### config.mk
export PLATFORM = sky130hd
export DESIGN_NAME = nv_access_seq
export DESIGN_NICKNAME = d
export VERILOG_FILES = /design/src/logic/nv_seq_pkg.sv /design/src/logic/nv_cycle_timer.sv /design/src/logic/nv_byte_store.sv /design/src/logic/nv_access_seq.sv
export SDC_FILE = /design/constraint.sdc
export NUM_CORES = 1
export LEC_CHECK = 0
export BUFFER_PORTS_ARGS = -buffer_cell sky130_fd_sc_hd__clkbuf_2
export CAP_MARGIN = 20
export CORE_MARGIN = 10
export CORE_UTILIZATION = 40
export DETAILED_ROUTE_END_ITERATION = 16
export SYNTH_ARGS = -nofsm -noshare
export SYNTH_HDL_FRONTEND = slang
export SYNTH_SLANG_ARGS = --single-unit
export TNS_END_PERCENT = 50
### constraint.sdc
create_clock -name clk_i -period 2.2 [get_ports clk_i]
set_input_delay 0.22 -clock clk_i [delete_from_list [all_inputs] [get_ports clk_i]]
set_output_delay 0.22 -clock clk_i [all_outputs]
set_load 0.05 [all_outputs]
### src/logic/nv_seq_pkg.sv
// Package with register map, field layout and timing for the EEPROM sequencer
package nv_seq_pkg;
   // APB byte offsets
   localparam logic [7:0] ADDR_OFF = 8'h00;
   localparam logic [7:0] DATA_OFF = 8'h04;
   localparam logic [7:0] PTRL_OFF = 8'h08;
   localparam logic [7:0] PTRH_OFF = 8'h0C;
   localparam logic [7:0] PORT_OFF = 8'h10;
   localparam logic [7:0] STAT_OFF = 8'h14;
   localparam logic [7:0] MASK_OFF = 8'h18;
   localparam logic [7:0] POWER_OFF = 8'h1C;
   // Indirect location of the control register
   localparam logic [7:0] CTRL_PTRL = 8'h40;
   localparam logic [7:0] CTRL_PTRH = 8'h01;
   // Control register field positions
   localparam int FETCH_START_BIT = 0;
   localparam int FETCH_ENABLE_BIT = 1;
   localparam int PROG_START_BIT = 2;
   localparam int PROG_ENABLE_BIT = 3;
   // Status bit positions
   localparam int DONE_BIT = 0;
   localparam int FAIL_BIT = 1;
   // Geometry
   localparam int ADDR_W = 6;
   localparam int DATA_W = 8;
   localparam int DEPTH = 64;
   // Reset values
   localparam logic [3:0] CTRL_RST = 4'h0;
   localparam logic [7:0] BYTE_RST = 8'h00;
   // Timing: clock and internal write time
   localparam int CLK_MHZ = 250;
   localparam int READ_CYC = 2;
   localparam int PROG_TIME_US = 20;
   localparam int PROG_CYC = PROG_TIME_US * CLK_MHZ;
   // Sequencer states
   typedef enum logic [1:0]
   {
      ST_IDLE = 2'b00,
      ST_READ = 2'b01,
      ST_PROG = 2'b10
   } seq_state_e;
endpackage

### src/logic/nv_cycle_timer.sv
// Down counter that times one memory access cycle
`timescale 1ns/1ps
module nv_cycle_timer #(
   parameter int W = 16
) (
   input wire logic clk_i, // System clock
   input wire logic sys_rst_i, // Synchronous reset
   input wire logic load_i, // Load a new count
   input wire logic abort_i, // Stop counting
   input wire logic [W-1:0] count_i, // Cycles to time
   output logic done_o // Pulse when count expires
);
   typedef struct packed
   {
      logic [W-1:0] cnt;
      logic run;
      logic done;
   } tmr_s;
   tmr_s st_r;
   tmr_s st_nxt;

   // Count down while running, pulse done when the count reaches one
   always_comb
   begin
      st_nxt = st_r;
      st_nxt.done = 1'b0;
      if (load_i)
      begin
         st_nxt.cnt = count_i;
         st_nxt.run = 1'b1;
      end
      else if (abort_i)
      begin
         st_nxt.run = 1'b0;
      end
      else if (st_r.run)
      begin
         if (st_r.cnt <= W'(1))
         begin
            st_nxt.run = 1'b0;
            st_nxt.done = 1'b1;
         end
         else
         begin
            st_nxt.cnt = st_r.cnt - W'(1);
         end
      end
   end

   // State register
   always_ff @(posedge clk_i)
   begin
      if (sys_rst_i)
         st_r <= '0;
      else
         st_r <= st_nxt;
   end

   assign done_o = st_r.done;
endmodule

### src/logic/nv_byte_store.sv
// Flip-flop byte array holding the nonvolatile data
`timescale 1ns/1ps
module nv_byte_store #(
   parameter int AW = 6,
   parameter int DW = 8,
   parameter int N = 64
) (
   input wire logic clk_i, // System clock
   input wire logic sys_rst_i, // Synchronous reset
   input wire logic we_i, // Commit one byte
   input wire logic [AW-1:0] addr_i, // Byte index
   input wire logic [DW-1:0] wdata_i, // Byte to store
   output logic [DW-1:0] rdata_o // Registered byte read
);
   typedef struct packed
   {
      logic [N-1:0][DW-1:0] mem;
      logic [DW-1:0] rd;
   } store_s;
   store_s st_r;
   store_s st_nxt;

   // One byte per access
   always_comb
   begin
      st_nxt = st_r;
      st_nxt.rd = st_r.mem[addr_i];
      if (we_i)
         st_nxt.mem[addr_i] = wdata_i;
   end

   // Contents model erased-to-zero memory at reset
   always_ff @(posedge clk_i)
   begin
      if (sys_rst_i)
         st_r <= '0;
      else
         st_r <= st_nxt;
   end

   assign rdata_o = st_r.rd;
endmodule

### src/logic/nv_access_seq.sv
// Data EEPROM access sequencer with APB registers and done interrupt
// Notes on behaviour
// - Entering idle or sleep during a pending access makes it fail.
// - Control register reached via pointer low 40H, high 01H, indirect port.
// - Hardware clears fetch start when the read ends.
// - Hardware clears program start when the write finishes.
// - Start bits act only when their enable bit is already set.
// - Write end sets sticky done flag and a pulsed multi-function flag.
// - Memory is 64 bytes with a six-bit address, one byte per access.
//
// Implementation choices: the address map and the APB interface to the registers.
`timescale 1ns/1ps
module nv_access_seq #(
   parameter int PROG_CYCLES = nv_seq_pkg::PROG_CYC // Write time in clocks
) (
   input wire logic clk_i, // System clock
   input wire logic sys_rst_i, // Synchronous reset
   input wire logic psel, // APB select
   input wire logic penable, // APB enable
   input wire logic pwrite, // APB direction
   input wire logic [7:0] paddr, // APB byte address
   input wire logic [31:0] pwdata, // APB write data
   output logic [31:0] prdata, // APB read data
   output logic pready, // APB ready
   output logic pslverr, // APB error
   output logic irq_o, // Level interrupt
   output logic mf_flag_o // Multi-function request pulse
);
   localparam int TW = 16;

   typedef struct packed
   {
      nv_seq_pkg::seq_state_e state;
      logic [nv_seq_pkg::ADDR_W-1:0] nv_byte_address;
      logic [nv_seq_pkg::DATA_W-1:0] nv_byte_value;
      logic [7:0] pointer_low_byte;
      logic [7:0] pointer_high_byte;
      logic [3:0] nv_control;
      logic [1:0] status;
      logic [1:0] mask;
      logic low_power;
      logic [31:0] rdata;
      logic ready;
      logic err;
      logic irq;
      logic mf;
   } seq_s;
   seq_s st_r;
   seq_s st_nxt;

   logic tmr_load;
   logic [TW-1:0] tmr_count;
   logic tmr_done;
   logic mem_we;
   logic [nv_seq_pkg::DATA_W-1:0] mem_rdata;
   logic setup;
   logic wr_acc;
   logic ctrl_sel;
   logic [3:0] wc;
   logic start_fetch;
   logic start_prog;
   logic abort;

   // Access decode; control register only through the indirect port
   always_comb
   begin
      setup = psel && !penable;
      wr_acc = setup && pwrite;
      ctrl_sel = (st_r.pointer_low_byte == nv_seq_pkg::CTRL_PTRL) &&
         (st_r.pointer_high_byte == nv_seq_pkg::CTRL_PTRH);
      wc = pwdata[3:0];
      start_fetch = wr_acc && (paddr == nv_seq_pkg::PORT_OFF) && ctrl_sel &&
         wc[nv_seq_pkg::FETCH_START_BIT] &&
         st_r.nv_control[nv_seq_pkg::FETCH_ENABLE_BIT] &&
         (st_r.state == nv_seq_pkg::ST_IDLE);
      start_prog = wr_acc && (paddr == nv_seq_pkg::PORT_OFF) && ctrl_sel &&
         wc[nv_seq_pkg::PROG_START_BIT] &&
         st_r.nv_control[nv_seq_pkg::PROG_ENABLE_BIT] &&
         (st_r.state == nv_seq_pkg::ST_IDLE) && !start_fetch;
      abort = st_r.low_power && (st_r.state != nv_seq_pkg::ST_IDLE);
      tmr_load = start_fetch || start_prog;
      tmr_count = start_prog ? TW'(PROG_CYCLES) : TW'(nv_seq_pkg::READ_CYC);
   end

   // Registers, sequencer and interrupt logic
   always_comb
   begin
      st_nxt = st_r;
      st_nxt.ready = 1'b0;
      st_nxt.err = 1'b0;
      st_nxt.mf = 1'b0;
      mem_we = 1'b0;
      // Software register writes
      if (wr_acc)
      begin
         unique case (paddr)
            nv_seq_pkg::ADDR_OFF: st_nxt.nv_byte_address = pwdata[nv_seq_pkg::ADDR_W-1:0];
            nv_seq_pkg::DATA_OFF: st_nxt.nv_byte_value = pwdata[nv_seq_pkg::DATA_W-1:0];
            nv_seq_pkg::PTRL_OFF: st_nxt.pointer_low_byte = pwdata[7:0];
            nv_seq_pkg::PTRH_OFF: st_nxt.pointer_high_byte = pwdata[7:0];
            nv_seq_pkg::PORT_OFF:
            begin
               if (ctrl_sel)
               begin
                  st_nxt.nv_control[nv_seq_pkg::FETCH_ENABLE_BIT] =
                     wc[nv_seq_pkg::FETCH_ENABLE_BIT];
                  st_nxt.nv_control[nv_seq_pkg::PROG_ENABLE_BIT] =
                     wc[nv_seq_pkg::PROG_ENABLE_BIT];
                  // Start bits only rise through a taken start; busy bits hold
                  if (st_r.state == nv_seq_pkg::ST_IDLE)
                  begin
                     st_nxt.nv_control[nv_seq_pkg::FETCH_START_BIT] = start_fetch;
                     st_nxt.nv_control[nv_seq_pkg::PROG_START_BIT] = start_prog;
                  end
               end
            end
            nv_seq_pkg::STAT_OFF: st_nxt.status = st_r.status & ~pwdata[1:0];
            nv_seq_pkg::MASK_OFF: st_nxt.mask = pwdata[1:0];
            nv_seq_pkg::POWER_OFF: st_nxt.low_power = pwdata[0];
            default: st_nxt.err = 1'b1;
         endcase
      end
      // Launch
      if (start_fetch)
         st_nxt.state = nv_seq_pkg::ST_READ;
      else if (start_prog)
         st_nxt.state = nv_seq_pkg::ST_PROG;
      // Low power kills a pending cycle
      if (abort)
      begin
         st_nxt.state = nv_seq_pkg::ST_IDLE;
         st_nxt.nv_control[nv_seq_pkg::FETCH_START_BIT] = 1'b0;
         st_nxt.nv_control[nv_seq_pkg::PROG_START_BIT] = 1'b0;
         st_nxt.status[nv_seq_pkg::FAIL_BIT] = 1'b1;
      end
      else if (tmr_done)
      begin
         unique case (st_r.state)
            nv_seq_pkg::ST_READ:
            begin
               st_nxt.nv_byte_value = mem_rdata;
               st_nxt.nv_control[nv_seq_pkg::FETCH_START_BIT] = 1'b0;
            end
            nv_seq_pkg::ST_PROG:
            begin
               mem_we = 1'b1;
               st_nxt.nv_control[nv_seq_pkg::PROG_START_BIT] = 1'b0;
               st_nxt.status[nv_seq_pkg::DONE_BIT] = 1'b1;
               st_nxt.mf = 1'b1;
            end
            default: ;
         endcase
         st_nxt.state = nv_seq_pkg::ST_IDLE;
      end
      // Read data
      st_nxt.rdata = '0;
      if (setup && !pwrite)
      begin
         unique case (paddr)
            nv_seq_pkg::ADDR_OFF: st_nxt.rdata = 32'(st_r.nv_byte_address);
            nv_seq_pkg::DATA_OFF: st_nxt.rdata = 32'(st_r.nv_byte_value);
            nv_seq_pkg::PTRL_OFF: st_nxt.rdata = 32'(st_r.pointer_low_byte);
            nv_seq_pkg::PTRH_OFF: st_nxt.rdata = 32'(st_r.pointer_high_byte);
            nv_seq_pkg::PORT_OFF: st_nxt.rdata = ctrl_sel ? 32'(st_r.nv_control) : 32'h0;
            nv_seq_pkg::STAT_OFF: st_nxt.rdata = 32'(st_r.status);
            nv_seq_pkg::MASK_OFF: st_nxt.rdata = 32'(st_r.mask);
            nv_seq_pkg::POWER_OFF: st_nxt.rdata = 32'(st_r.low_power);
            default: st_nxt.err = 1'b1;
         endcase
      end
      st_nxt.ready = setup;
      st_nxt.irq = |(st_nxt.status & st_nxt.mask);
   end

   // State register
   always_ff @(posedge clk_i)
   begin
      if (sys_rst_i)
         st_r <= '0;
      else
         st_r <= st_nxt;
   end

   // Access cycle timer for reads and writes
   nv_cycle_timer #(.W(TW)) u_timer (
      .clk_i(clk_i),
      .sys_rst_i(sys_rst_i),
      .load_i(tmr_load),
      .abort_i(abort),
      .count_i(tmr_count),
      .done_o(tmr_done)
   );

   // Byte array
   nv_byte_store #(
      .AW(nv_seq_pkg::ADDR_W),
      .DW(nv_seq_pkg::DATA_W),
      .N(nv_seq_pkg::DEPTH)
   ) u_store (
      .clk_i(clk_i),
      .sys_rst_i(sys_rst_i),
      .we_i(mem_we),
      .addr_i(st_r.nv_byte_address),
      .wdata_i(st_r.nv_byte_value),
      .rdata_o(mem_rdata)
   );

   assign prdata = st_r.rdata;
   assign pready = st_r.ready;
   assign pslverr = st_r.err;
   assign irq_o = st_r.irq;
   assign mf_flag_o = st_r.mf;
endmodule

# Word level (Yosys, flattened, before mapping)
# Index checks and enable logic that the tools add are counted.
# op_classes
n_addsub	1
magnitude_cmp	3
eq_ne	13
n_mux	45
n_bitwise	5
n_reduce_logical	37
# ops
cell	n
$bwmux W512	1
$mux W8	8
$pmux W8 S8	1
$bmux W8 S6	1
$demux W8 S6	1
$mux W33	1
$eq A8 B5 Y1 const B	4
$mux W16	2
$mux W1	21
$mux W18	1
$mux W17	1
$eq A8 B4 Y1 const B	2
$le A16 B1 Y1 const B	1
$sub A16 B1 Y16 const B	1
$logic_and A1 B1 Y1	15
$mux W13	1
$mux W4	3
$eq A8 B1 Y1 const B	1
$eq A8 B3 Y1 const B	1
$eq A8 B7 Y1 const B	1
$logic_not A8 Y1	1
$reduce_and A2 Y1	4
$reduce_or A4 Y1	2
$reduce_or A8 Y1	1
16 further kinds	28
# word_totals
register_bits	615
inputBits	45
output_inout_bits	36
word_cells	188

# Logic depth before layout (Yosys ltp)
# logic_depth
ltp_word	19
mapped_depth	9
ltp_nobuf	7

# Modules after synthesis
# Synthesis repeated with hierarchy kept, for this count alone.
# unflattened
cells_unflattened	3284
area_unflattened_um2	26487.9
# modules_own_cells
mod	n_inst	cells_per_inst	area_each_um2	seq_area_each_um2
nv_byte_store	1	2864	22665.5	10410.0
nv_access_seq	1	290	2766.4	1061.0
nv_cycle_timer	1	130	1056.0	360.3

# Worst setup path before layout
# OpenSTA, ideal clock, no wires.
# synth_timing
path_kind	flip-flop to flip-flop
startpoint	reg u_timer.st_r[10] (netlist bit)
endpoint	reg u_timer.st_r[4] (netlist bit)
setup_ns	0.116
arrival_ns	1.971
t_required_ns	2.084
setup_slack_ns	0.114
stages_incl_launch_ff	7
path_buffers	1
period_less_slack_ns	2.086
cell_sequence	dfxtp_1 or4_4 or4_4 o21ai_2 buf_4 nand2_1 a31o_1
# synth_via
elab_chain_len	3
# synth_lines
item	line	source
start: declaration	nv_cycle_timer.sv:19	tmr_s st_r;
start signal: assignment	nv_cycle_timer.sv:56	st_r <= st_nxt;
$le A16 B1 Y1	nv_cycle_timer.sv:38	if (st_r.cnt <= W'(1))
$ne A2 B2 Y1 (no source line)	n/a	
$reduce_and A3 Y1 (no source line)	n/a	
# No other way between the ends.
# A chain may end at the register's enable or synchronous reset.

# Final worst setup path
# layout_timing
startpoint	reg st_r[71] (netlist bit)
endpoint	reg u_store.st_r, in the netlist u_store.rdata_o[1]
# layout_via
elab_chain_len	2
# layout_lines
item	line	source
start: declaration	nv_access_seq.sv:48	seq_s st_r;
start signal: assignment	nv_access_seq.sv:181	st_r <= st_nxt;
$bmux W8 S6	nv_byte_store.sv:27	st_nxt.rd = st_r.mem[addr_i];
$mux W8 (implied by the code)	nv_byte_store.sv:27	
end signal: assignment	nv_byte_store.sv:38	st_r <= st_nxt;
end: declaration	nv_byte_store.sv:20	store_s st_r;
# No other way between the ends. The select of a mux whose other input is x is not followed.

==> qor.log <==
INFO  logic_synthesis synthDistinctLibCells=83
INFO  sta            final.min_clock_period=2.36ns
INFO  routing        route.detailed.wl_per_inst=23.2microns
INFO  routing        ant_nets=0
INFO  logic_synthesis synth.avg_cell_area=8.32squm
INFO  sta            final.period_utilization=1.07
INFO  global_route   grt_pass1_vias=24539
INFO  layout         multiInputGateArea=0.0140sqmm
INFO  logic_synthesis synth.ff_latch_count=591
INFO  logic_synthesis synth_enable_flop_cells=0
INFO  sta            setup_viol=8
INFO  status         outcome=complete, but fails checks
INFO  sta            fin_ws=-0.164ns
INFO  cts            clkSinkCount=591
INFO  layout         diode_count=0
INFO  setup_path     cp.arrival=2.83ns
INFO  setup_path     cp-end-kind=flip-flop
INFO  cts            clockBufferDepth=3
INFO  routing        detail_route.iter0.violations=3153
INFO  setup_path     timing.critical_path.fanout_max=7
INFO  logic_synthesis syn_inst=3209
INFO  sta            slew_violations=0
INFO  flow_run       timing.max_cap.violations=0
INFO  setup_path     cp_data_required_time=2.66ns
INFO  layout         finish.net_count=3375
INFO  routing        detail_route.drc_violations=0
INFO  sta            worst_slew_pin_slew=0.931ns
INFO  routing        first_pass_iters=6
INFO  sta            grt_setup_unrepaired=true
INFO  sta            tns=-0.614ns
INFO  placed_design  detailed_place.area=0.0295sqmm
INFO  global_route   antenna_found_initial=1
INFO  sta            timing.max_slew.rel_slack=0.380
INFO  pwr            ir_drop=0.502mV
INFO  logic_synthesis yosysSeqAreaShare=0.443
INFO  die            coreArea=0.0660sqmm
INFO  layout         final_area=0.0326sqmm
INFO  placed_design  place_hpwl=63.4mm
INFO  die            die_area=0.0775sqmm
INFO  routing        routed_via_density=6.08
INFO  die            die_h=278microns
INFO  die            design.portCount=81
INFO  pwr            p_leak=11.1nW
INFO  global_route   global_route.overflow_total=0
INFO  cts            htree_num_levels=3
INFO  placed_design  routabilityCongestion=0.916
INFO  placed_design  port_buffers=32
INFO  layout         regArea=0.0119sqmm
INFO  logic_synthesis synth.cell_area=0.0267sqmm
INFO  cts            cts_tree=done
INFO  cts            clk_latency=0.62ns
INFO  status         failed_checks=setup timing
INFO  layout         area_growth=22.1%
INFO  cts            tritoncts.num_buffers=66
INFO  layout         fill_cells=6097
INFO  logic_synthesis dominantRegCellSynth=sky130_fd_sc_hd__dfxtp_1
INFO  global_route   grt_pass1_wl=149mm
INFO  logic_synthesis asyncSetResetFlopFracSynth=0
INFO  global_route   grt.total_usage=0.242
INFO  sta            skew=0.0355ns
INFO  die            num_rows=94
INFO  setup_path     rr_worst_depth=7
INFO  die            start_util=0.405
INFO  setup_path     kind_of_critical_path=reg2reg
INFO  routing        vias_after_detailed_routing=25767
INFO  worst_hold_path hold_path.class=in2reg
INFO  logic_synthesis yosysWarningCount=0
INFO  layout         final_layout_size_suffix_gt1_frac=0.208
INFO  global_route   grt_start_max_net_pins=174
INFO  sta            maxClockFrequency=423MHz
INFO  placed_design  place_worst_setup_slack=-0.333ns
INFO  cts            root_buffer_selected_by_cts=sky130_fd_sc_hd__clkbuf_16
INFO  worst_hold_path worst_hold_path.num_cells=3
INFO  die            die_width=278microns
INFO  setup_path     startpoint_type=flip-flop
INFO  routing        aggregate_routed_wire_length=98.4mm
INFO  cts            clk_transition_reported_paths=0.06ns
INFO  sta            timing_hold_violations_final=0
INFO  sta            hold_slack=0.0369ns
INFO  pwr            power_density=677mW/mm^2
[kinds of logic after synthesis]
logic type               count (synthesis)  share of synthesized area
AND/OR/NAND/NOR                       1201                      0.203
AO/OA/AOI/OAI                          806                      0.185
flip-flops                             591                      0.443
buffers and inverters                  354                     0.0571
multiplexers                           253                      0.110
adder cells (fa/ha/maj)                  2                   0.000937
other                                    1                   0.000140
XOR/XNOR                                 1                   0.000328
[synthesized netlist by cell type, drive strengths merged, types with 11 or more instances]
cell	count	share of area
nand3b	12	0.0034
o22ai	20	0.0047
dfxtp	591	0.44
clkbuf	228	0.032
nor3	17	0.0034
a22oi	67	0.019
mux4	26	0.022
mux2	69	0.029
a21oi	449	0.084
and3b	11	0.0036
nand3	381	0.071
a221oi	81	0.027
o21ai	82	0.016
buf	113	0.023
inv	11	0.0015
a211oi	17	0.0048
nor2	175	0.026
nand2	531	0.075
mux2i	158	0.059
a41oi	11	0.0036
[registers in the layout (all words and copies together) (netlist names)]
name,flops
mf_flag_o,1
irq_o,1
u_store.rdata_o,8
prdata,8
pslverr,1
st_r,41
u_timer.done_o,1
u_store.st_r,512
u_timer.st_r,17
pready,1
[placed cells by master, fill, tap and decap left out, drive strengths merged, types with 5 or more instances in the layout]
cell type	synthesis	routed
nor3b	9	9
or4	6	6
nor4	9	9
a221oi	81	81
nor3	17	17
clkinv	2	12
dlygate4sd3	0	12
mux4	26	26
inv	11	12
clkbuf	228	134
and3b	11	11
a21boi	5	5
a211oi	17	17
or3b	5	5
a221o	9	9
nand2	531	531
a21oi	449	449
nor2	175	175
o211ai	8	8
o21ai	82	82
a31oi	9	9
nand3	381	381
conb	1	24
nor2b	6	6
and2	6	6
nand2b	8	8
nand3b	12	12
buf	113	324
o221ai	6	6
mux2i	158	158
a22oi	67	67
dfxtp	591	591
a41oi	11	11
and3	5	5
o22ai	20	20
mux2	69	69
[area by class of cell]
cell class | count | area share
inverter | 13 | 0.00157
clock inverter | 14 | 0.00318
clock buffer | 103 | 0.0622
sequential | 591 | 0.364
timing repair buffer | 369 | 0.108
tap | 864 | 0.0331
multi-input combinational | 2287 | 0.428
[timing repair]
item	4_1_cts	5_1_grt
resized for setup	60	67
endpoints found under the hold margin	28	0
pin swaps	15	20
buffers inserted	23	10
cloned	2	1
hold buffers	12	0
setup endpoints to repair	46	102
[worst paths after layout]
path,from,endpoint,slack (ns)
max,st_r[71]$_SDFFE_PP0P_,u_store.rdata_o[1]$_SDFF_PP0_,-0.16
min,pwdata[0],st_r[45]$_SDFFE_PP0P_,0.04
max reg2reg,st_r[71]$_SDFFE_PP0P_,u_store.rdata_o[1]$_SDFF_PP0_,-0.16
min reg2reg,u_store.st_r[48]$_SDFFE_PP0P_,u_store.st_r[48]$_SDFFE_PP0P_,0.45
[layer usage]
metal / share of wire / vias up / wire length [microns] / GRT usage
met5: 0.000081 / - / 8 / 0
met4: 0.041 / 2 / 4060 / 0.107
met3: 0.093 / 245 / 9100 / 0.0469
met2: 0.45 / 1342 / 44100 / 0.375
met1: 0.42 / 12519 / 41100 / 0.324
li1: - / 11659 / - / -
[stage by stage]
stage,cells,utilization,power [mW]
CTS,4230,0.489,22.2
global route,4241,0.494,22.7
floorplan,3232,-,11.3
detailed placement,4076,0.447,11.3
finish,4241,0.494,22.1
global placement,4076,0.447,11.3
[power by group]
group	internal, mW	total [mW]	leakage [nW]	switching (mW)
Combinational	0.0728	0.411	5.27	0.338
Clock	6.45	11.0	1.05	4.51
Sequential	10.7	10.7	4.77	0.000844
Total	17.2	22.1	11.1	4.85
[critical path, stage by stage, from the launching register on]
cell and delay [ns]:
sky130_fd_sc_hd__dfxtp_4 0.46, sky130_fd_sc_hd__buf_12 0.16, sky130_fd_sc_hd__mux2_4 0.30, sky130_fd_sc_hd__a221o_1 0.30
sky130_fd_sc_hd__a222oi_1 0.53, sky130_fd_sc_hd__buf_4 0.22, sky130_fd_sc_hd__a2bb2oi_2 0.12, sky130_fd_sc_hd__a41oi_1 0.12
Power figures use the tool's default switching activity.
